<file path="src/rtl/flash_spc_pkg.sv">
package flash_spc_pkg;
	localparam logic [7:0]  CTRL_OFF      = 8'h00;
	localparam logic [7:0]  ADRL_OFF      = 8'h04;
	localparam logic [7:0]  ADRU_OFF      = 8'h08;
	localparam logic [7:0]  KEY_OFF       = 8'h0c;
	localparam logic [7:0]  PAGE_OFF      = 8'h10;
	localparam int          START_BIT     = 15;
	localparam int          WRITE_ENABLE_BIT_BIT      = 14;
	localparam int          ERR_BIT       = 13;
	localparam logic [6:0]  OP_ROW_ERASE  = 7'h41;
	localparam logic [6:0]  OP_BLK_PROG   = 7'h01;
	localparam logic [7:0]  KEY_FIRST     = 8'h55;
	localparam logic [7:0]  KEY_SECOND    = 8'haa;
	localparam logic [15:0] CTRL_RST      = 16'h0000;
	localparam logic [15:0] ADR_RST       = 16'h0000;
	localparam logic [7:0]  PAGE_RST      = 8'h00;
	localparam int          ROW_WORDS     = 32;
	localparam int          BLK_WORDS     = 4;
	localparam int          CLK_PERIOD_NS = 4;
	localparam int          OP_TIME_NS    = 2000000;
	localparam int          OP_CYCLES_DFLT = (OP_TIME_NS + CLK_PERIOD_NS - 1) / CLK_PERIOD_NS;
	localparam logic [1:0]  RESP_OKAY     = 2'b00;
	localparam logic [1:0]  RESP_SLVERR   = 2'b10;

	typedef enum logic [1:0] {KEY_NONE, KEY_GOT_FIRST, KEY_ARMED} key_state_t;

	typedef struct packed {
		logic        valid;
		logic        write;
		logic        high;
		logic        byte_mode;
		logic [15:0] ea;
		logic [15:0] wdata;
	} tbl_req_t;

	typedef struct packed {
		logic        valid;
		logic        erase;
		logic [23:0] addr;
		logic [95:0] data;
	} flash_op_t;
endpackage : flash_spc_pkg

</file>
<file path="src/rtl/flash_self_program_controller.sv">
// Register access over AXI4-Lite and the placing of the registers are this design's own decisions.
`timescale 1ns/1ps
module flash_self_program_controller import flash_spc_pkg::*; #(
	parameter int OP_CYCLES = OP_CYCLES_DFLT
) (
	// Clock and reset
	input  wire logic        aclk,
	input  wire logic        aresetn,
	// Register bus
	input  wire logic [7:0]  s_axi_awaddr,
	input  wire logic [2:0]  s_axi_awprot,
	input  wire logic        s_axi_awvalid,
	output logic             s_axi_awready,
	input  wire logic [31:0] s_axi_wdata,
	input  wire logic [3:0]  s_axi_wstrb,
	input  wire logic        s_axi_wvalid,
	output logic             s_axi_wready,
	output logic [1:0]       s_axi_bresp,
	output logic             s_axi_bvalid,
	input  wire logic        s_axi_bready,
	input  wire logic [7:0]  s_axi_araddr,
	input  wire logic [2:0]  s_axi_arprot,
	input  wire logic        s_axi_arvalid,
	output logic             s_axi_arready,
	output logic [31:0]      s_axi_rdata,
	output logic [1:0]       s_axi_rresp,
	output logic             s_axi_rvalid,
	input  wire logic        s_axi_rready,
	// Table instruction port from the core
	input  wire tbl_req_t    tbl_req,
	output logic             tbl_done,
	output logic [15:0]      tbl_rdata,
	// Flash array
	output logic [23:0]      flash_rd_addr,
	input  wire logic [23:0] flash_rd_data,
	output flash_op_t        flash_op,
	output logic             cpu_stall
);
	function automatic logic [15:0] rd_sel(input logic [23:0] w, input logic hi,
			input logic bm, input logic odd);
		if (hi) begin
			rd_sel = (bm && odd) ? 16'h0000 : {8'h00, w[23:16]};
		end else if (bm) begin
			rd_sel = {8'h00, odd ? w[15:8] : w[7:0]};
		end else begin
			rd_sel = w[15:0];
		end
	endfunction : rd_sel

	function automatic logic [23:0] wr_merge(input logic [23:0] w, input logic hi,
			input logic bm, input logic odd, input logic [15:0] d);
		wr_merge = w;
		if (hi) begin
			if (!(bm && odd)) begin
				wr_merge[23:16] = d[7:0];
			end
		end else if (!bm) begin
			wr_merge[15:0] = d;
		end else if (odd) begin
			wr_merge[15:8] = d[7:0];
		end else begin
			wr_merge[7:0] = d[7:0];
		end
	endfunction : wr_merge

	// Bus state
	logic        awready_q, awready_d, wready_q, wready_d;
	logic        aw_got_q, aw_got_d, w_got_q, w_got_d;
	logic [7:0]  waddr_q, waddr_d;
	logic [31:0] wdata_q, wdata_d;
	logic [3:0]  wstrb_q, wstrb_d;
	logic        bvalid_q, bvalid_d, arready_q, arready_d, rvalid_q, rvalid_d;
	logic [1:0]  bresp_q, bresp_d, rresp_q, rresp_d;
	logic [31:0] rdata_q, rdata_d;
	logic        wr_fire;
	// Core state
	logic [15:0] ctrl_q, ctrl_d, adrl_q, adrl_d, adru_q, adru_d;
	logic [7:0]  page_q, page_d;
	key_state_t  key_q, key_d;
	logic [19:0] timer_q, timer_d;
	logic        stall_q, stall_d;
	flash_op_t   op_q, op_d;
	logic [23:0] latch_q [ROW_WORDS];
	logic [23:0] latch_d [ROW_WORDS];
	tbl_req_t    hold_q, hold_d;
	logic        phase_q, phase_d, done_q, done_d;
	logic [15:0] trd_q, trd_d;
	logic [23:0] rda_q, rda_d;
	logic        take, launch;
	logic [2:0]  blk;

	assign s_axi_awready = awready_q;
	assign s_axi_wready  = wready_q;
	assign s_axi_bvalid  = bvalid_q;
	assign s_axi_bresp   = bresp_q;
	assign s_axi_arready = arready_q;
	assign s_axi_rvalid  = rvalid_q;
	assign s_axi_rresp   = rresp_q;
	assign s_axi_rdata   = rdata_q;
	assign tbl_done      = done_q;
	assign tbl_rdata     = trd_q;
	assign flash_rd_addr = rda_q;
	assign flash_op      = op_q;
	assign cpu_stall     = stall_q;

	// Write address and data taken in either order
	always_comb begin
		aw_got_d = aw_got_q;
		w_got_d  = w_got_q;
		waddr_d  = waddr_q;
		wdata_d  = wdata_q;
		wstrb_d  = wstrb_q;
		bvalid_d = bvalid_q && !s_axi_bready;
		bresp_d  = bresp_q;
		arready_d = arready_q;
		rvalid_d = rvalid_q;
		rresp_d  = rresp_q;
		rdata_d  = rdata_q;
		if (s_axi_awvalid && awready_q) begin
			aw_got_d = 1'b1;
			waddr_d  = s_axi_awaddr;
		end
		if (s_axi_wvalid && wready_q) begin
			w_got_d = 1'b1;
			wdata_d = s_axi_wdata;
			wstrb_d = s_axi_wstrb;
		end
		wr_fire = aw_got_q && w_got_q && !bvalid_q;
		if (wr_fire) begin
			aw_got_d = 1'b0;
			w_got_d  = 1'b0;
			bvalid_d = 1'b1;
			bresp_d  = (waddr_q[7:2] <= PAGE_OFF[7:2] && waddr_q[1:0] == 2'b00)
				? RESP_OKAY : RESP_SLVERR;
		end
		awready_d = !aw_got_d && !bvalid_d;
		wready_d  = !w_got_d && !bvalid_d;
		if (rvalid_q && s_axi_rready) begin
			rvalid_d  = 1'b0;
			arready_d = 1'b1;
		end
		if (s_axi_arvalid && arready_q) begin
			arready_d = 1'b0;
			rvalid_d  = 1'b1;
			rresp_d   = RESP_OKAY;
			case (s_axi_araddr)
				CTRL_OFF: rdata_d = {16'h0000, ctrl_q};
				ADRL_OFF: rdata_d = {16'h0000, adrl_q};
				ADRU_OFF: rdata_d = {16'h0000, adru_q};
				KEY_OFF:  rdata_d = 32'h0000_0000;
				PAGE_OFF: rdata_d = {24'h000000, page_q};
				default: begin
					rdata_d = 32'h0000_0000;
					rresp_d = RESP_SLVERR;
				end
			endcase
		end
	end

	always_ff @(posedge aclk) begin
		if (!aresetn) begin
			awready_q <= 1'b0;
			wready_q  <= 1'b0;
			aw_got_q  <= 1'b0;
			w_got_q   <= 1'b0;
			waddr_q   <= 8'h00;
			wdata_q   <= 32'h0000_0000;
			wstrb_q   <= 4'h0;
			bvalid_q  <= 1'b0;
			bresp_q   <= RESP_OKAY;
			arready_q <= 1'b1;
			rvalid_q  <= 1'b0;
			rresp_q   <= RESP_OKAY;
			rdata_q   <= 32'h0000_0000;
		end else begin
			awready_q <= awready_d;
			wready_q  <= wready_d;
			aw_got_q  <= aw_got_d;
			w_got_q   <= w_got_d;
			waddr_q   <= waddr_d;
			wdata_q   <= wdata_d;
			wstrb_q   <= wstrb_d;
			bvalid_q  <= bvalid_d;
			bresp_q   <= bresp_d;
			arready_q <= arready_d;
			rvalid_q  <= rvalid_d;
			rresp_q   <= rresp_d;
			rdata_q   <= rdata_d;
		end
	end

	// Registers, unlock, operation timer and table port
	always_comb begin
		logic [15:0] cw;
		cw      = ctrl_q;
		ctrl_d  = ctrl_q;
		adrl_d  = adrl_q;
		adru_d  = adru_q;
		page_d  = page_q;
		key_d   = key_q;
		timer_d = timer_q;
		stall_d = stall_q;
		op_d    = op_q;
		op_d.valid = 1'b0;
		latch_d = latch_q;
		hold_d  = hold_q;
		phase_d = 1'b0;
		done_d  = 1'b0;
		trd_d   = trd_q;
		rda_d   = rda_q;
		launch  = 1'b0;
		blk     = adrl_q[5:3];
		if (wstrb_q[0]) begin
			cw[7:0] = wdata_q[7:0];
		end
		if (wstrb_q[1]) begin
			cw[15:8] = wdata_q[15:8];
		end
		if (wr_fire) begin
			key_d = KEY_NONE;
			if (waddr_q == KEY_OFF && wstrb_q[0] && wdata_q[7:0] == KEY_FIRST) begin
				key_d = KEY_GOT_FIRST;
			end else if (waddr_q == KEY_OFF && wstrb_q[0] && key_q == KEY_GOT_FIRST
					&& wdata_q[7:0] == KEY_SECOND) begin
				key_d = KEY_ARMED;
			end
		end
		if (wr_fire && !ctrl_q[START_BIT]) begin
			case (waddr_q)
				CTRL_OFF: begin
					ctrl_d = {1'b0, cw[WRITE_ENABLE_BIT_BIT], cw[ERR_BIT] & ctrl_q[ERR_BIT], cw[12:0]};
					if (cw[START_BIT] && cw[WRITE_ENABLE_BIT_BIT] && key_q == KEY_ARMED) begin
						if (cw[6:0] == OP_ROW_ERASE || cw[6:0] == OP_BLK_PROG) begin
							launch = 1'b1;
						end else begin
							ctrl_d[ERR_BIT] = 1'b1;
						end
					end
				end
				ADRL_OFF: adrl_d = cw;
				ADRU_OFF: adru_d = {8'h00, cw[7:0]};
				PAGE_OFF: page_d = cw[7:0];
				default: ;
			endcase
		end
		if (launch) begin
			ctrl_d[START_BIT] = 1'b1;
			timer_d = 20'(OP_CYCLES - 1);
			stall_d = 1'b1;
			op_d.valid = 1'b1;
			op_d.erase = (cw[6:0] == OP_ROW_ERASE);
			if (cw[6:0] == OP_ROW_ERASE) begin
				op_d.addr = {adru_q[7:0], adrl_q[15:6], 6'h00};
			end else begin
				op_d.addr = {adru_q[7:0], adrl_q[15:3], 3'h0};
			end
			for (int i = 0; i < BLK_WORDS; i++) begin
				op_d.data[i*24 +: 24] = latch_q[{blk[1:0], i[1:0]} + 5'(blk[2]) * 5'd16];
			end
		end else if (ctrl_q[START_BIT]) begin
			if (timer_q == 20'h00000) begin
				ctrl_d[START_BIT] = 1'b0;
				stall_d = 1'b0;
			end else begin
				timer_d = timer_q - 20'h00001;
			end
		end
		take = tbl_req.valid && !phase_q && !done_q && !ctrl_q[START_BIT];
		if (take) begin
			phase_d = 1'b1;
			hold_d  = tbl_req;
			rda_d   = {page_q, tbl_req.ea};
			adrl_d  = tbl_req.ea;
			adru_d  = {8'h00, page_q};
		end
		if (phase_q) begin
			done_d = 1'b1;
			if (hold_q.write) begin
				latch_d[hold_q.ea[5:1]] = wr_merge(latch_q[hold_q.ea[5:1]], hold_q.high,
					hold_q.byte_mode, hold_q.ea[0], hold_q.wdata);
			end else begin
				trd_d = rd_sel(flash_rd_data, hold_q.high, hold_q.byte_mode, hold_q.ea[0]);
			end
		end
	end

	always_ff @(posedge aclk) begin
		if (!aresetn) begin
			ctrl_q  <= CTRL_RST;
			adrl_q  <= ADR_RST;
			adru_q  <= ADR_RST;
			page_q  <= PAGE_RST;
			key_q   <= KEY_NONE;
			timer_q <= 20'h00000;
			stall_q <= 1'b0;
			op_q    <= '0;
			hold_q  <= '0;
			phase_q <= 1'b0;
			done_q  <= 1'b0;
			trd_q   <= 16'h0000;
			rda_q   <= 24'h000000;
			for (int i = 0; i < ROW_WORDS; i++) begin
				latch_q[i] <= 24'h000000;
			end
		end else begin
			ctrl_q  <= ctrl_d;
			adrl_q  <= adrl_d;
			adru_q  <= adru_d;
			page_q  <= page_d;
			key_q   <= key_d;
			timer_q <= timer_d;
			stall_q <= stall_d;
			op_q    <= op_d;
			hold_q  <= hold_d;
			phase_q <= phase_d;
			done_q  <= done_d;
			trd_q   <= trd_d;
			rda_q   <= rda_d;
			latch_q <= latch_d;
		end
	end

	start_clear_a: assert property (@(posedge aclk) disable iff (!aresetn)
		$fell(ctrl_q[START_BIT]) |-> $past(timer_q) == 20'h00000)
		else $error("start bit cleared before timer expiry");
	no_sw_clear_a: assert property (@(posedge aclk) disable iff (!aresetn)
		ctrl_q[START_BIT] && timer_q != 20'h00000 |=> ctrl_q[START_BIT])
		else $error("start bit dropped early");
	stall_hold_a: assert property (@(posedge aclk) disable iff (!aresetn)
		$rose(ctrl_q[START_BIT]) |-> cpu_stall && timer_q == 20'(OP_CYCLES - 1))
		else $error("stall or timer wrong at launch");
	key_gate_a: assert property (@(posedge aclk) disable iff (!aresetn)
		$rose(ctrl_q[START_BIT]) |-> $past(key_q) == KEY_ARMED && ctrl_q[WRITE_ENABLE_BIT_BIT])
		else $error("start without unlock");
	key_rearm_a: assert property (@(posedge aclk) disable iff (!aresetn)
		$rose(ctrl_q[START_BIT]) |-> key_q == KEY_NONE)
		else $error("unlock survived launch");
	tbl_timing_a: assert property (@(posedge aclk) disable iff (!aresetn)
		take |=> !tbl_done ##1 tbl_done ##1 !tbl_done)
		else $error("table access not two cycles");
	addr_capture_a: assert property (@(posedge aclk) disable iff (!aresetn)
		take |=> adrl_q == $past(tbl_req.ea) && adru_q[7:0] == $past(page_q))
		else $error("address not captured");
	op_align_a: assert property (@(posedge aclk) disable iff (!aresetn)
		flash_op.valid |-> (flash_op.erase ? flash_op.addr[5:0] == 6'h00
			: flash_op.addr[2:0] == 3'h0) ##1 !flash_op.valid)
		else $error("operation address misaligned");
endmodule : flash_self_program_controller

</file>
<file path="config.mk">
export PLATFORM = sky130hd
export DESIGN_NAME = flash_self_program_controller
export DESIGN_NICKNAME = d
export VERILOG_FILES = /design/src/rtl/flash_spc_pkg.sv /design/src/rtl/flash_self_program_controller.sv
export SDC_FILE = /design/constraint.sdc
export NUM_CORES = 2
export LEC_CHECK = 0
export BUFFER_PORTS_ARGS = -buffer_cell sky130_fd_sc_hd__buf_2
export CORE_ASPECT_RATIO = 1.5
export CORE_MARGIN = 1.5
export CORE_UTILIZATION = 61
export CTS_CLUSTER_DIAMETER = 30
export DETAILED_ROUTE_END_ITERATION = 8
export GPL_ROUTABILITY_DRIVEN = 0
export PLACE_DENSITY = 0.77
export SLEW_MARGIN = 20
export SYNTH_ARGS = -nofsm -noshare
export SYNTH_HDL_FRONTEND = slang
export SYNTH_SLANG_ARGS = --single-unit
</file>
<file path="constraint.sdc">
create_clock -name aclk -period 3.9 [get_ports aclk]
set_clock_uncertainty 0.05 [all_clocks]
set_input_delay 0.195 -clock aclk [delete_from_list [all_inputs] [get_ports aclk]]
set_output_delay 0.195 -clock aclk [all_outputs]
set_load 0.03 [all_outputs]
</file>
==> out/summary.txt <==
Clock Sinks: 1,070
clk root buf: clkbuf_16
FP Rows: 131
maximum fanout along the worst path: 14
core area: 85,100 sq um
grt ovf: 0
Area Overhead vs Synth: 16.7%
HPWL after detailed placement: 140,000 um
Setup Buffers After CTS: 0
most frequent cells in the layout: 1,064 x dfxtp_1, 722 x nand2_1, 667 x o21ai_0
Slew @ Worst Pin: 1.25 ns
Layout Nets: 6,058
Netlist cell types: 91
max-cap check violation count: 0
Via Count: 52,100
latest clock arrival within the worst-skew pair: 0.81 ns
DR vias/cell: 7.23
placed cells: 6,807
Setup violations, final: 0
Post-synth ARST share: 0
# hold bufs at CTS: 109
HP Class: primary input to flip-flop
Worst R2R Setup Slack: 0.39 ns
RSZ-0062 raised after global routing: no
initial antenna violation count: 24
Seq/Total Area, Yosys: 0.409
Max Clock Freq: 0.285 GHz
CTS max path bufs: 3
TritonCTS Buffers: 144
VDD IR max: 535 uV
WS Path Type: flip-flop to flip-flop
first-pass GRT wire length: 323,000 um
CTS H-tree depth: 4
fin. max-slew vios: 0
number of fill cells: 5,989
post_cts resized: 0
Final period util: 0.900
WL final: 222,000 um
post-route ant nets: 0
crit path capture type: flip-flop
die area: 87,600 sq um
Avg WL per Cell: 30.9 um
Post-Layout Cell Count: 7,201
Post-synth EDFFs: 0
DRC: 1
initial core utilization: 0.615
Ys Warns: 0
GRT Total Usage: 0.498
area of the multi-input gates: 28,000 sq um
Mapped Area: 52,400 sq um
register area: 21,400 sq um
Synth Register Bits: 1,070
Setup TNS: 0 ns
pwr/cell area: 441 nW/um^2
fraction of layout cells with a size suffix above 1: 0.225
Crit path required time: 4.51 ns
clock-pin transition on the worst setup and hold timing paths: 0.07 ns
pin count of the biggest net entering global routing: 167
Cells after Synth: 5,753
Main synth FF type: dfxtp_1
Die X: 242 um
Final Hold Viols: 0
Period minus WS final: 3.51 ns
TritonCTS clock tree: yes
average cell area after synthesis: 9.10 sq um
vias in the first global route: 49,800
violated checks: design-rule violations
startpoint types: flip-flop
PortBufs: 284
status: finished, violations left
normalized max-slew margin: 0.164
I/O pin cnt: 330
critical path arrival: 4.12 ns
most common cell after layout, fill and taps aside: dfxtp_1
Die Ht: 362 um
DRT Pass-1 Iters: 9
DR iter-0 viols: 8,521
Leak: 21.4 nW
Total Power: 0.0270 W
[through the flow]
| stage | area, sq um | hold slack (ns) | utilization | worst slack (ns) |
|---|---|---|---|---|
| 2_1_floorplan | 52400 | 0.281 | - | 1.13 |
| 3_3_place_gp | 54900 | 0.388 | 0.645 | 0.672 |
| 3_5_place_dp | 54900 | 0.390 | 0.645 | 0.636 |
| 4_1_cts | 61000 | 0.00747 | 0.718 | 0.579 |
| 5_1_grt | 61100 | 0.0571 | 0.718 | 0.395 |
| 6_report | 61100 | 0.0538 | 0.718 | 0.390 |
[path summary, 6_finish.rpt]
check,depth (start not counted),startpoint,endpoint
min reg2reg,2,flash_op[73],flash_op[73]
max,5,flash_rd_addr[5],latch_q[163]
min,5,s_axi_araddr[4],s_axi_rresp[1]
max reg2reg,5,flash_rd_addr[5],latch_q[163]
[cell type report]
cell class,instances,area share
multi-input combinational,4045,0.459
antenna,17,0.000696
timing repair buffer,664,0.0830
sequential,1070,0.351
clock buffer,179,0.0652
clock inverter,89,0.0175
tap,1130,0.0231
inverter,7,0.000553
[flip-flops by register name (all words and copies together), names as in the netlist, 2 cells and up]
register       flops
latch_q          768
flash_op         119
hold_q            24
timer_q           20
flash_rd_addr     19
adrl_q            16
ctrl_q            16
s_axi_rdata       16
tbl_rdata         16
wdata_q           16
adru_q             8
page_q             8
waddr_q            8
key_q              2
wstrb_q            2
[cell families after synthesis]
logic type	share of synthesized area
adder cells (fa/ha/maj)	0.000430
multiplexers	0.189
buffers and inverters	0.0600
flip-flops	0.409
AND/OR/NAND/NOR	0.153
XOR/XNOR	0.00151
other	0.0000716
AO/OA/AOI/OAI	0.187
[per-layer routing]
| layer | part of all wire | GRT usage | up-vias |
|---|---|---|---|
| met4 | 0.14 | 0.554 | 24 |
| met5 | 0.00095 | 0.00666 | - |
| met3 | 0.14 | 0.210 | 1739 |
| li1 | - | - | 21600 |
| met1 | 0.30 | 0.509 | 24300 |
| met2 | 0.42 | 0.727 | 4453 |
[synthesized netlist by cell type (all sizes together), types with 39 or more instances]
cell type / count / area share
nor2: 308 / 0.023
mux4: 259 / 0.11
a211oi: 149 / 0.022
mux2: 181 / 0.039
o22ai: 89 / 0.011
clkbuf: 436 / 0.031
a21oi: 411 / 0.040
o21ai: 688 / 0.066
mux2i: 202 / 0.039
nor3: 79 / 0.0076
nand2: 722 / 0.052
and3: 42 / 0.0050
a311oi: 53 / 0.0089
dfxtp: 1070 / 0.41
buf: 215 / 0.028
a22oi: 39 / 0.0056
nand3: 410 / 0.039
[critical path: stages, from the launching register on]
cell	delay (ns)
dfxtp_1	0.81
or4b_2	0.75
o22ai_1	0.20
or4_1	0.65
or2_0	0.44
o311a_1	0.42
[report_power, final]
group / internal (W) / total, W / switching, W
Sequential: 0.0110 / 0.0112 / 0.000152
Clock: 0.00828 / 0.0138 / 0.00554
Combinational: 0.000629 / 0.00198 / 0.00135
No activity file was read; power rests on OpenSTA's default activity.
